File: config.mk
export PLATFORM = sky130hd
export DESIGN_NAME = sdram_cmd_power_decode
export DESIGN_NICKNAME = d
export VERILOG_FILES = /design/src/cmd_decode_pkg.sv /design/src/cmd_bus_if.sv /design/src/cmd_truth_decode.sv /design/src/sdram_cmd_power_decode.sv
export SDC_FILE = /design/constraint.sdc
export NUM_CORES = 1
export LEC_CHECK = 0
export BUFFER_PORTS_ARGS = -buffer_cell sky130_fd_sc_hd__buf_2
export CAP_MARGIN = 20
export CORE_MARGIN = 3
export CORE_UTILIZATION = 40
export CTS_CLUSTER_DIAMETER = 30
export DETAILED_ROUTE_END_ITERATION = 8
export PLACE_DENSITY = 0.69
export RECOVER_POWER = 50
export SKIP_CTS_REPAIR_TIMING = 1
export SYNTH_ARGS = -nofsm -noshare
export SYNTH_HDL_FRONTEND = slang
export SYNTH_SLANG_ARGS = --single-unit
export TNS_END_PERCENT = 50
File: constraint.sdc
create_clock -name ref_clk_i -period 3.8 [get_ports ref_clk_i]
set_input_delay 0.19 -clock ref_clk_i [delete_from_list [all_inputs] [get_ports ref_clk_i]]
set_output_delay 0.19 -clock ref_clk_i [all_outputs]
set_load 0.01 [all_outputs]
File: src/cmd_decode_pkg.sv
// Package: command encodings, power states and timing counts for the command decoder
package cmd_decode_pkg;

  // ----------------------------------------------------------------
  // Widths
  // ----------------------------------------------------------------
  localparam int BANK_W   = 2;
  localparam int ADDR_W   = 14;
  localparam int NBANK    = 4;
  localparam int PRE_SEL  = 10;   // Index of precharge_select_bit in the address
  localparam int BURST4   = 4;    // Beats in an uninterruptible burst
  localparam int BEAT_W   = 3;

  // ----------------------------------------------------------------
  // Timing counts (clocks)
  // ----------------------------------------------------------------
  localparam int CKE_MIN_CLK      = 3;    // Least clock gate high or low time
  localparam int FREQ_WAIT_CLK    = 2;    // Clocks after gate low before frequency change
  localparam int EXIT_TO_READ_CLK = 200;  // Exit to read delay
  localparam int EXIT_CNT_W       = 8;
  localparam int MIN_CNT_W        = 2;

  // ----------------------------------------------------------------
  // Decoded commands
  // ----------------------------------------------------------------
  typedef enum logic [3:0] {
    CMD_IDLE       = 4'h0,
    CMD_CONFIG     = 4'h1,
    CMD_REFRESH    = 4'h2,
    CMD_PRE_ONE    = 4'h3,
    CMD_PRE_ALL    = 4'h4,
    CMD_ACTIVATE   = 4'h5,
    CMD_WRITE      = 4'h6,
    CMD_WRITE_AP   = 4'h7,
    CMD_READ       = 4'h8,
    CMD_READ_AP    = 4'h9,
    CMD_SELF_ENTER = 4'ha,
    CMD_PD_ENTER   = 4'hb,
    CMD_EXIT       = 4'hc,
    CMD_ILLEGAL    = 4'hf
  } cmd_t;

  // ----------------------------------------------------------------
  // Power states
  // ----------------------------------------------------------------
  typedef enum logic [2:0] {
    PS_NORMAL     = 3'b000,
    PS_ACTIVE_PD  = 3'b001,
    PS_PRECH_PD   = 3'b010,
    PS_SELF_REF   = 3'b011,
    PS_SR_EXIT    = 3'b100,
    PS_LOST       = 3'b101
  } pstate_t;

endpackage : cmd_decode_pkg

File: src/cmd_bus_if.sv
// Interface: registered command pins passed from the top to the decoder
`timescale 1ns/1ps
`default_nettype none
interface cmd_bus_if;
  logic                               cs_n;
  logic                               ras_n;
  logic                               cas_n;
  logic                               we_n;
  logic                               cke_prev;
  logic                               cke_cur;
  logic [cmd_decode_pkg::ADDR_W-1:0]  addr;
  cmd_decode_pkg::cmd_t               cmd;

  modport src (output cs_n, ras_n, cas_n, we_n, cke_prev, cke_cur, addr, input cmd);
  modport dec (input cs_n, ras_n, cas_n, we_n, cke_prev, cke_cur, addr, output cmd);
endinterface : cmd_bus_if
`default_nettype wire

File: src/cmd_truth_decode.sv
// Combinational command truth-table decoder
`timescale 1ns/1ps
`default_nettype none
module cmd_truth_decode (
  cmd_bus_if.dec bus
);

  // ----------------------------------------------------------------
  // Truth table
  // ----------------------------------------------------------------
  // Pattern of cs, ras, cas, we with both gate samples
  always_comb begin
    logic ap;
    ap = bus.addr[cmd_decode_pkg::PRE_SEL];
    bus.cmd = cmd_decode_pkg::CMD_ILLEGAL;
    if (bus.cke_prev && bus.cke_cur) begin
      if (bus.cs_n) begin
        bus.cmd = cmd_decode_pkg::CMD_IDLE;
      end else begin
        case ({bus.ras_n, bus.cas_n, bus.we_n})
          3'b000:  bus.cmd = cmd_decode_pkg::CMD_CONFIG;
          3'b001:  bus.cmd = cmd_decode_pkg::CMD_REFRESH;
          3'b010:  bus.cmd = ap ? cmd_decode_pkg::CMD_PRE_ALL : cmd_decode_pkg::CMD_PRE_ONE;
          3'b011:  bus.cmd = cmd_decode_pkg::CMD_ACTIVATE;
          3'b100:  bus.cmd = ap ? cmd_decode_pkg::CMD_WRITE_AP : cmd_decode_pkg::CMD_WRITE;
          3'b101:  bus.cmd = ap ? cmd_decode_pkg::CMD_READ_AP : cmd_decode_pkg::CMD_READ;
          3'b111:  bus.cmd = cmd_decode_pkg::CMD_IDLE;
          default: bus.cmd = cmd_decode_pkg::CMD_ILLEGAL;
        endcase
      end
    end else if (bus.cke_prev && !bus.cke_cur) begin
      if (bus.cs_n || {bus.ras_n, bus.cas_n, bus.we_n} == 3'b111) begin
        bus.cmd = cmd_decode_pkg::CMD_PD_ENTER;
      end else if ({bus.ras_n, bus.cas_n, bus.we_n} == 3'b001) begin
        bus.cmd = cmd_decode_pkg::CMD_SELF_ENTER;
      end
    end else if (!bus.cke_prev && bus.cke_cur) begin
      if (bus.cs_n || {bus.ras_n, bus.cas_n, bus.we_n} == 3'b111) begin
        bus.cmd = cmd_decode_pkg::CMD_EXIT;
      end
    end else begin
      bus.cmd = cmd_decode_pkg::CMD_IDLE;
    end
  end

endmodule : cmd_truth_decode
`default_nettype wire

File: src/sdram_cmd_power_decode.sv
// Top: command decoder with bank tracking and clock-gate power states
//
// What this block does
// - Unexpected gate drop loses contents; reinitialisation needed before use.
// - Chip select low with strobes high decodes idle; no action.
// - Idle never stops a running burst.
// - Chip select high is deselect, strobes ignored.
// - Strobe patterns decode config, refresh, precharge, activate, write, read.
// - Precharge select bit picks auto-precharge or all-bank precharge.
// - Bank bits pick target bank or config register.
// - Bursts of four cannot be cut short.
// - Gate high-low with idle enters power-down, or loses contents mid-burst; low-high with idle exits.
// - Refresh with gate falling enters self-refresh from all idle only.
// - No refresh in power-down; controller limits its length.
// - Termination off in self-refresh; never changes decoding.
// - Unlisted gate sequences are illegal and flagged.
// - Low write mask stores data beat; high mask inhibits it.
// - Refresh needs all banks precharged and idle.
`timescale 1ns/1ps
`default_nettype none
module sdram_cmd_power_decode (
  input  wire logic                                ref_clk_i,
  input  wire logic                                rstn_i,
  input  wire logic                                cs_n_i,
  input  wire logic                                ras_n_i,
  input  wire logic                                cas_n_i,
  input  wire logic                                we_n_i,
  input  wire logic                                cke_i,
  input  wire logic [cmd_decode_pkg::BANK_W-1:0]   bank_i,
  input  wire logic [cmd_decode_pkg::ADDR_W-1:0]   addr_i,
  input  wire logic                                termination_control_i,
  input  wire logic                                write_mask_i,
  input  wire logic                                wr_beat_i,
  output logic      [3:0]                          cmd_o,
  output logic      [cmd_decode_pkg::BANK_W-1:0]   cmd_bank_o,
  output logic      [cmd_decode_pkg::ADDR_W-1:0]   cmd_addr_o,
  output logic                                     cmd_valid_o,
  output logic      [cmd_decode_pkg::NBANK-1:0]    bank_open_o,
  output logic      [2:0]                          power_state_o,
  output logic                                     burst_busy_o,
  output logic                                     store_beat_o,
  output logic                                     read_allowed_o,
  output logic                                     termination_on_o,
  output logic                                     contents_lost_o,
  output logic                                     illegal_o
);

  // ----------------------------------------------------------------
  // Input synchronisers (pins come from outside this clock)
  // ----------------------------------------------------------------
  logic [4:0]                         ctl_s1;
  logic [4:0]                         ctl_s2;
  logic [cmd_decode_pkg::BANK_W-1:0]  bank_s1;
  logic [cmd_decode_pkg::BANK_W-1:0]  bank_s2;
  logic [cmd_decode_pkg::ADDR_W-1:0]  addr_s1;
  logic [cmd_decode_pkg::ADDR_W-1:0]  addr_s2;
  logic [2:0]                         aux_s1;
  logic [2:0]                         aux_s2;
  logic                               cke_prev;

  // Two stages; only the second stage feeds logic
  always_ff @(posedge ref_clk_i) begin
    if (!rstn_i) begin
      ctl_s1  <= 5'h1f;
      ctl_s2  <= 5'h1f;
      bank_s1 <= '0;
      bank_s2 <= '0;
      addr_s1 <= '0;
      addr_s2 <= '0;
      aux_s1  <= 3'h0;
      aux_s2  <= 3'h0;
    end else begin
      ctl_s1  <= {cs_n_i, ras_n_i, cas_n_i, we_n_i, cke_i};
      ctl_s2  <= ctl_s1;
      bank_s1 <= bank_i;
      bank_s2 <= bank_s1;
      addr_s1 <= addr_i;
      addr_s2 <= addr_s1;
      aux_s1  <= {termination_control_i, write_mask_i, wr_beat_i};
      aux_s2  <= aux_s1;
    end
  end

  // Gate level seen at the previous edge
  always_ff @(posedge ref_clk_i) begin
    if (!rstn_i) begin
      cke_prev <= 1'b1;
    end else begin
      cke_prev <= ctl_s2[0];
    end
  end

  // ----------------------------------------------------------------
  // Truth-table decode
  // ----------------------------------------------------------------
  cmd_bus_if bus ();
  assign bus.cs_n     = ctl_s2[4];
  assign bus.ras_n    = ctl_s2[3];
  assign bus.cas_n    = ctl_s2[2];
  assign bus.we_n     = ctl_s2[1];
  assign bus.cke_cur  = ctl_s2[0];
  assign bus.cke_prev = cke_prev;
  assign bus.addr     = addr_s2;

  cmd_truth_decode u_decode (
    .bus (bus)
  );

  // ----------------------------------------------------------------
  // State
  // ----------------------------------------------------------------
  cmd_decode_pkg::pstate_t                  pstate;
  cmd_decode_pkg::pstate_t                  next_pstate;
  logic [cmd_decode_pkg::NBANK-1:0]         bank_open;
  logic [cmd_decode_pkg::BEAT_W-1:0]        beats_left;
  logic [cmd_decode_pkg::EXIT_CNT_W-1:0]    exit_cnt;
  logic [cmd_decode_pkg::MIN_CNT_W-1:0]     cke_run;
  logic                                     cmd_ok;
  logic                                     seq_bad;
  cmd_decode_pkg::cmd_t                     cmd;

  assign cmd = bus.cmd;

  // Accesses accepted only in normal state; bank-open checks per command
  function automatic logic needs_open(input cmd_decode_pkg::cmd_t c);
    needs_open = (c == cmd_decode_pkg::CMD_WRITE) || (c == cmd_decode_pkg::CMD_WRITE_AP) ||
                 (c == cmd_decode_pkg::CMD_READ)  || (c == cmd_decode_pkg::CMD_READ_AP);
  endfunction : needs_open

  // ----------------------------------------------------------------
  // Power-state machine
  // ----------------------------------------------------------------
  // Gate falls outside the defined entries are taken as content loss
  always_comb begin
    next_pstate = pstate;
    seq_bad     = 1'b0;
    case (pstate)
      cmd_decode_pkg::PS_NORMAL: begin
        if (cmd == cmd_decode_pkg::CMD_PD_ENTER) begin
          if (beats_left != '0) begin
            next_pstate = cmd_decode_pkg::PS_LOST;
          end else begin
            next_pstate = (bank_open != '0) ? cmd_decode_pkg::PS_ACTIVE_PD
                                            : cmd_decode_pkg::PS_PRECH_PD;
          end
        end else if (cmd == cmd_decode_pkg::CMD_SELF_ENTER) begin
          if (bank_open == '0 && beats_left == '0) begin
            next_pstate = cmd_decode_pkg::PS_SELF_REF;
          end else begin
            seq_bad = 1'b1;
          end
        end else if (bus.cke_prev && !bus.cke_cur) begin
          next_pstate = cmd_decode_pkg::PS_LOST;
        end else if (cmd == cmd_decode_pkg::CMD_ILLEGAL) begin
          seq_bad = 1'b1;
        end
      end
      cmd_decode_pkg::PS_ACTIVE_PD,
      cmd_decode_pkg::PS_PRECH_PD: begin
        if (cmd == cmd_decode_pkg::CMD_EXIT) begin
          next_pstate = cmd_decode_pkg::PS_NORMAL;
        end else if (bus.cke_cur) begin
          seq_bad = 1'b1;
        end
      end
      cmd_decode_pkg::PS_SELF_REF: begin
        // Exit taken on gate rise alone; pins other than idle or deselect are flagged
        if (bus.cke_cur) begin
          next_pstate = cmd_decode_pkg::PS_SR_EXIT;
          seq_bad     = (cmd != cmd_decode_pkg::CMD_EXIT);
        end
      end
      cmd_decode_pkg::PS_SR_EXIT: begin
        if (!bus.cke_cur) begin
          next_pstate = cmd_decode_pkg::PS_LOST;
        end else if (exit_cnt == '0) begin
          next_pstate = cmd_decode_pkg::PS_NORMAL;
        end else if (cmd != cmd_decode_pkg::CMD_IDLE) begin
          seq_bad = 1'b1;
        end
      end
      cmd_decode_pkg::PS_LOST: begin
        // Stays until a config write starts reinitialisation
        if (cmd == cmd_decode_pkg::CMD_CONFIG) begin
          next_pstate = cmd_decode_pkg::PS_NORMAL;
        end
      end
      default: next_pstate = cmd_decode_pkg::PS_NORMAL;
    endcase
  end

  always_ff @(posedge ref_clk_i) begin
    if (!rstn_i) begin
      pstate <= cmd_decode_pkg::PS_NORMAL;
    end else begin
      pstate <= next_pstate;
    end
  end

  assign cmd_ok = (pstate == cmd_decode_pkg::PS_NORMAL);

  // ----------------------------------------------------------------
  // Open-bank tracking
  // ----------------------------------------------------------------
  always_ff @(posedge ref_clk_i) begin
    if (!rstn_i || pstate == cmd_decode_pkg::PS_LOST) begin
      bank_open <= '0;
    end else if (cmd_ok) begin
      case (cmd)
        cmd_decode_pkg::CMD_ACTIVATE:  bank_open[bank_s2] <= 1'b1;
        cmd_decode_pkg::CMD_PRE_ONE:   bank_open[bank_s2] <= 1'b0;
        cmd_decode_pkg::CMD_PRE_ALL:   bank_open <= '0;
        cmd_decode_pkg::CMD_WRITE_AP,
        cmd_decode_pkg::CMD_READ_AP:   bank_open[bank_s2] <= 1'b0;
        default:                       bank_open <= bank_open;
      endcase
    end
  end

  // ----------------------------------------------------------------
  // Burst of four: runs to the end regardless of idle commands
  // ----------------------------------------------------------------
  always_ff @(posedge ref_clk_i) begin
    if (!rstn_i) begin
      beats_left <= '0;
    end else if (beats_left != '0) begin
      beats_left <= beats_left - 1'b1;
    end else if (cmd_ok && needs_open(cmd) && bank_open[bank_s2]) begin
      beats_left <= cmd_decode_pkg::BEAT_W'(cmd_decode_pkg::BURST4);
    end
  end

  // ----------------------------------------------------------------
  // Self-refresh exit counter and gate run-length
  // ----------------------------------------------------------------
  always_ff @(posedge ref_clk_i) begin
    if (!rstn_i) begin
      exit_cnt <= '0;
    end else if (pstate == cmd_decode_pkg::PS_SELF_REF) begin
      exit_cnt <= cmd_decode_pkg::EXIT_CNT_W'(cmd_decode_pkg::EXIT_TO_READ_CLK - 1);
    end else if (exit_cnt != '0) begin
      exit_cnt <= exit_cnt - 1'b1;
    end
  end

  // Run length of the gate level, saturating at the minimum
  always_ff @(posedge ref_clk_i) begin
    if (!rstn_i) begin
      cke_run <= cmd_decode_pkg::MIN_CNT_W'(cmd_decode_pkg::CKE_MIN_CLK);
    end else if (bus.cke_cur != cke_prev) begin
      cke_run <= cmd_decode_pkg::MIN_CNT_W'(1);
    end else if (cke_run != cmd_decode_pkg::MIN_CNT_W'(cmd_decode_pkg::CKE_MIN_CLK)) begin
      cke_run <= cke_run + 1'b1;
    end
  end

  // ----------------------------------------------------------------
  // Outputs
  // ----------------------------------------------------------------
  always_ff @(posedge ref_clk_i) begin
    if (!rstn_i) begin
      cmd_o        <= 4'h0;
      cmd_bank_o   <= '0;
      cmd_addr_o   <= '0;
      cmd_valid_o  <= 1'b0;
      illegal_o    <= 1'b0;
      store_beat_o <= 1'b0;
    end else begin
      cmd_o        <= cmd;
      cmd_bank_o   <= bank_s2;
      cmd_addr_o   <= addr_s2;
      cmd_valid_o  <= cmd_ok && cmd != cmd_decode_pkg::CMD_IDLE
                      && cmd != cmd_decode_pkg::CMD_ILLEGAL;
      // Too short a gate level, refresh with open bank, access to a closed bank, or bad sequence
      illegal_o    <= seq_bad
                      || (bus.cke_cur != cke_prev
                          && cke_run != cmd_decode_pkg::MIN_CNT_W'(cmd_decode_pkg::CKE_MIN_CLK))
                      || (cmd_ok && cmd == cmd_decode_pkg::CMD_REFRESH && bank_open != '0)
                      || (cmd_ok && needs_open(cmd) && !bank_open[bank_s2]);
      store_beat_o <= aux_s2[0] && !aux_s2[1];
    end
  end

  assign bank_open_o      = bank_open;
  assign power_state_o    = pstate;
  assign burst_busy_o     = (beats_left != '0);
  assign read_allowed_o   = cmd_ok;
  // Termination never feeds the decoder; forced off in self-refresh
  assign termination_on_o = aux_s2[2] && pstate != cmd_decode_pkg::PS_SELF_REF;
  assign contents_lost_o  = (pstate == cmd_decode_pkg::PS_LOST);

endmodule : sdram_cmd_power_decode
`default_nettype wire

Yosys cells after proc, flatten, opt, wreduce, memory -nomap -nowiden
Index checks and enable logic that the tools add are counted.
{"block": "op_classes", "magnitude_cmp": 2, "n_reduce_logical": 47, "n_bitwise": 4, "n_mux": 46, "addsub": 3, "n_div": 0, "multipliers": 0, "shifts": 0, "eq_ne": 35}
{"operator": "$mux W3", "n": 14}
{"operator": "$pmux W4 S7", "n": 1}
{"operator": "$eq A4 B4 Y1 const B", "n": 6}
{"operator": "$mux W4", "n": 5}
{"operator": "$eq A4 B3 Y1 const B", "n": 4}
{"operator": "$mux W8", "n": 2}
{"operator": "$eq A3 B3 Y1 const B", "n": 5}
{"operator": "$logic_and A1 B1 Y1", "n": 15}
{"operator": "$mux W1", "n": 15}
{"operator": "$pmux W3 S5", "n": 1}
{"operator": "$eq A3 B2 Y1 const B", "n": 4}
{"operator": "$pmux W4 S3", "n": 1}
{"operator": "$logic_not A3 Y1", "n": 3}
{"operator": "$eq A4 B2 Y1 const B", "n": 2}
{"operator": "$logic_not A8 Y1", "n": 1}
{"operator": "$logic_or A1 B1 Y1", "n": 8}
{"operator": "$mux W2", "n": 4}
{"operator": "$ne A4 B4 Y1 const B", "n": 2}
{"operator": "$reduce_bool A4 Y1", "n": 2}
{"operator": "$reduce_bool A8 Y1", "n": 1}
{"operator": "$sub A8 B1 Y8 const B", "n": 1}
{"operator": "$eq A3 B1 Y1 const B", "n": 2}
{"operator": "$ne A2 B2 Y1 const B", "n": 3}
{"operator": "$reduce_and A6 Y1", "n": 1}
{"operator": "25 further kinds", "n": 34}
{"block": "word_totals", "latchBits": 0, "rom_bits": 0, "ramBits": 0, "mem_count": 0, "input_bits": 26, "reg_bits": 92, "out_inout_bits": 34}

Depth between registers and ports, before layout
Gate-level depths: netlist of run 1.
{"block": "depth", "ltp_word": 15, "depth_mapped": 10, "depth_no_buf": 9}

Cells and area by module
A second synthesis of run 1 with hierarchy kept.
{"block": "hier_totals", "hier_cells": 344, "area_unflattened_um2": 3428.3}
{"mod": "sdram_cmd_power_decode", "area_per_inst_um2": 3198.1, "seq_area_each_um2": 1841.8, "instances": 1, "cells_each": 311}
{"mod": "cmd_truth_decode", "area_per_inst_um2": 230.2, "seq_area_each_um2": 0.0, "instances": 1, "cells_each": 33}

Worst setup path after synthesis of run 1
OpenSTA, ideal clock, no wires.
{"block": "synth_path", "path_type": "reg-to-reg", "from": "reg ctl_s2[0]", "to": "reg bank_open, in the netlist bank_open_o[0]", "t_arrival_ps": 2202, "required_ps": 3672, "period_less_slack_ps": 2330, "slack_ps": 1470, "path_stages_with_launch": 10, "path_buffers": 0, "cell_sequence": "dfxtp_1 > inv_1 > ha_1 > nand2b_1 > o221ai_2 > nand3_2 > or3_4 > a211o_1 > o311ai_1 > a21oi_1"}
{"block": "synth_via", "elab_chain_cells": 8, "word_cells_on_any_way": 16}
{"element": "start, declared", "line_no": "sdram_cmd_power_decode.sv:52", "source": "logic [4:0] ctl_s2;"}
{"element": "start signal, assigned", "line_no": "sdram_cmd_power_decode.sv:74", "source": "ctl_s2 <= ctl_s1;"}
{"element": "$logic_and A1 B1 Y1 / $logic_not A1 Y1 (equally long branches)", "line_no": "cmd_truth_decode.sv:37, cmd_truth_decode.sv:31"}
{"element": "$mux W4 / $logic_and A1 B1 Y1 (equally long branches)", "line_no": "cmd_truth_decode.sv:37, cmd_truth_decode.sv:31"}
{"element": "$mux W4", "line_no": "cmd_truth_decode.sv:31", "source": "end else if (bus.cke_prev && !bus.cke_cur) begin"}
{"element": "$mux W4 *", "line_no": "cmd_truth_decode.sv:16", "source": "if (bus.cke_prev && bus.cke_cur) begin"}
{"element": "$eq A4 B3 Y1 (tied with other cells)", "line_no": "sdram_cmd_power_decode.sv:209", "source": "case (cmd)"}
{"element": "$reduce_or A3 Y1 (no line)"}
{"element": "$reduce_bool A3 Y1 (no line)"}
{"element": "$reduce_and A2 Y1 (no line)"}
{"element": "end signal, assigned", "line_no": "sdram_cmd_power_decode.sv:215", "source": "default: bank_open <= bank_open;"}
{"element": "end, declared", "line_no": "sdram_cmd_power_decode.sv:114", "source": "logic [cmd_decode_pkg::NBANK-1:0] bank_open;"}
Every way passes the cells marked *; elsewhere a longest branch is shown, timed or not.
A chain may end at the register's enable or synchronous reset.

Worst setup path in the final report of run 1
{"block": "layout_path", "from": "reg ctl_s2[0]", "to": "reg bank_open, in the netlist bank_open_o[3]"}
The elaborated chain is that of the path after synthesis.

==> impl_metrics.ini, run 1 <==
[outcome]
outcome = finished, violations left
violations = capacitance limit, slew limit

[route]
route.detailed.drc = 0
drt-initial-drc-count = 171
viasPerCell = 4.959
dr.pass1.iters = 6
ant_nets = 0
finalWirelength_um = 6553
wl_per_cell_um = 12.80
vias = 2539

[clock_tree]
clock_latency_ps = 360
numCtsBuffers = 9
htreeDepth = 3
clockBufferDepth = 2
root_buffer = clkbuf_8
cts_sinks = 92
tritoncts = yes
clkTransAtPathRegs_ps = 100

[floorplan]
die_h_um = 99.32
coreArea_um2 = 8341
num_rows = 33
die_w_um = 99.32
die-area_um2 = 9864
initial_core_util_pct = 41.76
io_pins = 60

[setup_path]
cp-start-kind = register
r2r-end = bank_open_o[3]$_SDFFE_PP0P_
critical_path_class = reg -> reg
cp.required_ps = 4050
endpoint_kind = register
cp.depth = 9
cp-endpoint = bank_open_o[3]$_SDFFE_PP0P_
r2r_cells = 9
cp_max_fo = 9
arrival_ps = 2910
crit_path_max_incr_delay_ps = 440
r2r_slack_ps = 1140
cp-startpoint = ctl_s2[0]$_SDFF_PN1_
slowest_stage = dfxtp_1
cp_top_family = compound AO/OA/AOI/OAI gates
path_buf_inv = 1
worst_r2r_startpoint = ctl_s2[0]$_SDFF_PN1_
path_cells = inv_1, ha_1, nand2b_1, o221ai_2, nand3_2, or3_4, a211o_1, o311ai_1, a21oi_1

[placement]
numPortBuffers = 59
preCtsSetupSlack_ps = 1170
post-dp-hpwl_um = 4435
gp_congestion = 0.9138

[synthesis]
ys_seq_area_share_pct = 52.87
netlist_instances = 349
async_reset_ff_share_pct = 0
synth_area_per_cell_um2 = 9.981
synth_cell_types = 62
syn_nets = 381
synth_ff_type = dfxtp_1
yosysWarnings = 0
synth-edff-count = 0
synth_area_um2 = 3483
synth-seq-cells = 92

[global_route]
grt_max_degree = 75
grt.total_usage_pct = 13.79
overflow = 0
first_global_vias = 2385
antenna_found_initial = 0
grt_first_pass_wirelength_um = 11040

[power_and_ir_drop]
switchingPower_uw = 735.2
combPwrFrac_pct = 21.8
leakagePower_nw = 1.760
power_frac_seq_pct = 46.5
intPower_mw = 1.677
netSwitchingFraction_pct = 30.48
clockPowerShare_pct = 31.7
p_per_area_nw_per_um2 = 592.7
vdd.ir_drop.worst_v = 0.0003388

[sta]
hold_viol = 0
min_period_over_period_pct = 69.95
slew_headroom_pct = -64.48
final_max_slew_viol_count = 75
layout_min_cycle_time_ps = 2658
setup_tns_ps = 0
tightest_slew_ps = 2467
finalClockSkew_ps = 12.43
fmax_mhz = 376.2
fin_hold_ws_ps = 0.05948
setup_violations = 0
rsz0062_at_grt = false
final.setup.worst_slack_ps = 1142

[flow_run]
max-cap-violations = 1

[hold_path]
min_path_type = in -> reg

[final_layout]
fin_nets = 434
num-fill-cells = 783
num_antenna_cells = 0
layout-drive-gt1-share_pct = 22.85
final_common_cell = dfxtp_1
syn_to_final_growth_pct = 16.85
layout_common_cells = 92 x dfxtp_1, 59 x buf_2, 27 x and2_1, 27 x and2_0, 22 x nand2_1
-- kinds of logic (layout without fill, tap and decap cells) --
family | Yosys count | in the layout | synth area share [%]
AO/OA/AOI/OAI | 52 | 52 | 12.07
flip-flops | 92 | 92 | 52.87
buffers and inverters | 34 | 92 | 4.131
XOR/XNOR | 7 | 7 | 1.760
AND/OR/NAND/NOR | 153 | 153 | 25.18
adder cells (fa/ha/maj) | 6 | 6 | 2.155
multiplexers | 5 | 5 | 1.832
-- synthesized netlist by cell type (4+ instances only) --
cell type / n / area share (%)
dfxtp_1: 92 / 53
and2_1: 54 / 9.7
nand2_1: 22 / 2.4
nand2b_1: 16 / 2.9
clkbuf_1: 14 / 1.5
inv_1: 14 / 1.5
nand3_1: 14 / 2.0
nor2_1: 14 / 1.5
a21oi_1: 11 / 1.6
nor3_1: 7 / 1.0
o21ai_0: 7 / 1.0
ha_1: 6 / 2.2
nand4_1: 4 / 0.72
o311ai_1: 4 / 1.0
xnor2_1: 4 / 1.0
-- cell type report --
| class | count | area, µm² | area share (%) |
|---|---|---|---|
| clock buffers | 9 | 123.9 | 3.043 |
| well taps | 105 | 131.4 | 3.228 |
| flip-flops and latches | 92 | 1842 | 45.25 |
| multi-input cells | 223 | 1498 | 36.80 |
| inverters | 16 | 60.06 | 1.476 |
| clock inverters | 7 | 116.4 | 2.859 |
| repair buffers | 60 | 299.0 | 7.347 |
-- power by group through the flow --
stage / clock (mW) / combinational [mW] / sequential [mW]
3_5_place_dp: 0 / 0.522 / 1.14
2_1_floorplan: 0 / 0.423 / 1.12
4_1_cts: 0.783 / 0.528 / 1.12
3_3_place_gp: 0 / 0.513 / 1.14
5_1_grt: 0.816 / 0.600 / 1.13
6_report: 0.764 / 0.527 / 1.12
-- layer usage --
layer / up-vias / routed length, µm / GRT usage, %
met4: 0 / 109 / 6.828
met3: 8 / 511 / 4.208
met1: 1158 / 2841 / 17.59
met5: - / 0 / 0
met2: 78 / 3090 / 21.18
li1: 1295 / - / -
-- worst register-to-register path: stages (launching register included) --
cell      delay (ps)
dfxtp_1          440
inv_1            110
ha_1             280
nand2b_1         190
o221ai_2         230
nand3_2          210
or3_4            390
a211o_1          330
o311ai_1         270
a21oi_1          100
-- how the worst min path moves through the flow --
stage                            to    start  slack, ps  cells past startpoint
4_1_cts        ctl_s1[2]$_SDFF_PN1_  cas_n_i        -10                      2
3_3_place_gp   ctl_s1[2]$_SDFF_PN1_  cas_n_i        370                      2
2_1_floorplan  ctl_s1[0]$_SDFF_PN1_    cke_i        290                      1
6_report       ctl_s1[2]$_SDFF_PN1_  cas_n_i       0.06                      2
3_5_place_dp   ctl_s1[2]$_SDFF_PN1_  cas_n_i        380                      2
5_1_grt        ctl_s1[1]$_SDFF_PN1_   we_n_i          4                      2
-- metrics by stage --
| step | utilization (%) | power [mW] | cell area (µm²) | std cells |
|---|---|---|---|---|
| 2_1_floorplan | - | 1.546 | 3483 | 349 |
| 3_5_place_dp | 45.96 | 1.666 | 3834 | 496 |
| 3_3_place_gp | 45.96 | 1.654 | 3834 | 496 |
| 5_1_grt | 48.80 | 2.549 | 4070 | 512 |
| 4_1_cts | 48.84 | 2.433 | 4074 | 512 |
| 6_report | 48.80 | 2.412 | 4070 | 512 |
-- flip-flops by register name, indices dropped and copies added, names as in the netlist, 3 cells and up --
register       count
addr_s1           14
addr_s2           14
cmd_addr_o        14
exit_cnt           8
ctl_s1             5
ctl_s2             5
bank_open_o        4
cmd_o              4
aux_s1             3
aux_s2             3
beats_left         3
power_state_o      3
Power figures use the tool's default switching activity.
==> inputs of run 2 (changes only) <==
--- a/config.mk
+++ b/config.mk
@@ -5,13 +5,14 @@
 export SDC_FILE = /design/constraint.sdc
 export NUM_CORES = 1
 export LEC_CHECK = 0
+export ABC_AREA = 1
 export BUFFER_PORTS_ARGS = -buffer_cell sky130_fd_sc_hd__buf_2
 export CAP_MARGIN = 20
 export CORE_MARGIN = 3
 export CORE_UTILIZATION = 40
 export CTS_CLUSTER_DIAMETER = 30
 export DETAILED_ROUTE_END_ITERATION = 8
-export PLACE_DENSITY = 0.69
+export PLACE_DENSITY = 0.71
 export RECOVER_POWER = 50
 export SKIP_CTS_REPAIR_TIMING = 1
 export SYNTH_ARGS = -nofsm -noshare
==> constraint.sdc (replaced) <==
create_clock -name ref_clk_i -period 2.3 [get_ports ref_clk_i]
set_input_delay 0.115 -clock ref_clk_i [delete_from_list [all_inputs] [get_ports ref_clk_i]]
set_output_delay 0.115 -clock ref_clk_i [all_outputs]
set_load 0.01 [all_outputs]
==> impl_metrics.ini, run 2 <==
[power_and_ir_drop]
clockPowerShare_pct = 25.1
intPower_mw = 2.649
combPwrFrac_pct = 29.1
switchingPower_mw = 1.436
netSwitchingFraction_pct = 35.16
leakagePower_nw = 2.515
p_per_area_nw_per_um2 = 914.3
vdd.ir_drop.worst_v = 0.0004205
finalPower_mw = 4.085
power_frac_seq_pct = 45.8

[synthesis]
synth_ff_type = dfxtp_1
synth-adder-area-share_pct = 2.067
yosysWarnings = 0
synth_mux_area_share_pct = 0
ys_seq_area_share_pct = 50.71
synth-edff-count = 0
synth-compound-area-share_pct = 6.545
synth-xor-area-share_pct = 0.2411
synth_common_cells = 132 x nand2_1, 98 x inv_1, 92 x dfxtp_1, 45 x nor2_1, 23 x nand3_1
synth-seq-cells = 92
synth_area_um2 = 3632
netlist_instances = 490
syn_nets = 522
async_reset_ff_share_pct = 0
synth_area_per_cell_um2 = 7.413
synth_top_area_cell = dfxtp_1
synth_top_area_share_pct = 50.71
synth_area_leaders = dfxtp_1 51%, nand2_1 14%, inv_1 10%
synth_top_family_by_area = simple AND/OR/NAND/NOR gates
synth_cell_types = 31
synth_most_common_cell = nand2_1
synth_simple_gate_area_share_pct = 28.63

[setup_path]
path_buf_inv = 1
r2r_slack_ps = 260
cp_max_fo = 6
crit_path_max_incr_delay_ps = 430
cp.required_ps = 2560
r2r-end = power_state_o[0]$_SDFFE_PN0P_
r2r_cells = 14
crit_top_cell = nand2_1
slowest_stage = dfxtp_1
cp_top_family = simple AND/OR/NAND/NOR gates
arrival_ps = 2300
endpoint_kind = register
cp.depth = 14
path_cells = ha_1, inv_2, nor2_4, nand3_1, nor2_1, a21oi_1, a21oi_1, nand2_1, nand2_1, nand2_1, nor2_4, nand3_1, nand2_1, nor2_1
critical_path_class = reg -> reg
worst_r2r_startpoint = ctl_s2[0]$_SDFF_PN1_
cp-start-kind = register

[sta]
slew_headroom_pct = 56.49
final_max_slew_viol_count = 0
fmax_mhz = 489.0
finalClockSkew_ps = 8.687
setup_tns_ps = 0
hold_viol = 0
tightest_slew_ps = 651.9
min_period_over_period_pct = 88.91
fin_hold_ws_ps = 318.8
rsz0062_at_grt = false
layout_min_cycle_time_ps = 2045
final.setup.worst_slack_ps = 255.1
setup_violations = 0

[final_layout]
layout-drive-gt1-share_pct = 19.79
multi_input_area_um2 = 1364
regArea_um2 = 1842
final_util_pct = 50.99
num-fill-cells = 847
final_common_cell = nand2_1
syn_to_final_growth_pct = 23.01
fin_cells = 689
layout_common_cells = 132 x nand2_1, 98 x inv_1, 92 x dfxtp_1
fin_area_um2 = 4468
num_antenna_cells = 0
top_regs = addr_s1 x14, addr_s2 x14, cmd_addr_o x14
fin_nets = 608

[flow_run]
max-cap-violations = 0

[route]
finalWirelength_um = 7010
ant_nets = 0
dr.pass1.iters = 4
wl_per_cell_um = 10.17
viasPerCell = 4.401
vias = 3032
drt-initial-drc-count = 124
route.detailed.drc = 0

[hold_path]
min_from = rstn_i
min_path_type = in -> reg
whs_endpoint = bus.cke_prev$_SDFF_PN1_
min_path_cells = 3

[clock_tree]
cts_sinks = 92
htreeDepth = 3
tritoncts = yes
root_buffer = clkbuf_8
clockBufferDepth = 2
clkTransAtPathRegs_ps = 100
clock_latency_ps = 360
numCtsBuffers = 9

[floorplan]
num_rows = 34
coreArea_um2 = 8763
die-area_um2 = 10260
io_pins = 60
die_h_um = 101.3
die_w_um = 101.3
initial_core_util_pct = 41.45

[global_route]
grt_max_degree = 65
antenna_found_initial = 0
first_global_vias = 2748
grt_first_pass_wirelength_um = 11590
overflow = 0
grt.total_usage_pct = 14.04

[placement]
postPlaceCellArea_um2 = 4039
numPortBuffers = 59
gp_congestion = 0.8798
preCtsSetupSlack_ps = 289.4
post-place-cells = 649
post-dp-hpwl_um = 4810

[outcome]
outcome = finished, final reports clean
==> run 2: cell types whose count changed in the layout (fill, tap and decap cells not counted), sizes merged, moves of 9 or more <==
cell,previous run,this run
nand2,22,139
inv,17,109
and2,54,0
nor2,14,50
dlygate4sd3,0,24
nand2b,16,0
or2,1,13
nand3,15,26
a21oi,11,20
==> run 2: worst max-delay path by stage <==
stage	to	start	slack [ps]
after floorplan	power_state_o[0]$_SDFFE_PN0P_	ctl_s2[0]$_SDFF_PN1_	480
after global placement	power_state_o[1]$_SDFFE_PN0P_	ctl_s2[0]$_SDFF_PN1_	340
after detailed placement	power_state_o[1]$_SDFFE_PN0P_	ctl_s2[0]$_SDFF_PN1_	290
after CTS	power_state_o[0]$_SDFFE_PN0P_	ctl_s2[0]$_SDFF_PN1_	250
after global routing	power_state_o[0]$_SDFFE_PN0P_	ctl_s2[0]$_SDFF_PN1_	30
final	power_state_o[0]$_SDFFE_PN0P_	ctl_s2[0]$_SDFF_PN1_	260
==> run 2: worst register-to-register path: stages, from the launching register on <==
cell     delay (ps)
dfxtp_1         430
ha_1            220
inv_2            80
nor2_4          120
nand3_1         110
nor2_1          110
a21oi_1          90
a21oi_1         180
nand2_1         110
nand2_1          70
nand2_1          90
nor2_4          150
nand3_1         100
nand2_1          70
nor2_1           50
==> run 2: metal layers <==
metal	share of wire (%)	vias up	global-route usage, %
li1	-	1624	-
met1	44	1316	16.82
met2	49	83	23.59
met3	6.2	9	4.339
met4	1.2	0	5.419
met5	0	-	0
==> run 2: cells by family (layout without fill, tap and decap cells) <==
kind of cell | Yosys count | in the layout
compound gates | 40 | 40
xor+xnor | 1 | 1
fa+ha+maj | 6 | 6
buf+inv | 114 | 205
flops | 92 | 92
simple gates | 237 | 237
==> run 2: power by group through the flow <==
| stage | clock, mW | sequential, mW | combinational (mW) |
|---|---|---|---|
| final | 1.03 | 1.87 | 1.19 |
| after global routing | 1.14 | 1.89 | 1.37 |
| after CTS | 1.08 | 1.87 | 1.16 |
| after detailed placement | 0 | 1.91 | 1.16 |
| after global placement | 0 | 1.90 | 1.12 |
| after floorplan | 0 | 1.90 | 0.859 |
==> run 2: final cells by class <==
class,count,share of cell area [%]
flip-flops and latches,92,41.22
multi-input cells,284,30.52
repair buffers,85,12.29
inverters,104,8.737
well taps,108,3.024
clock buffers,9,2.772
clock inverters,7,1.428
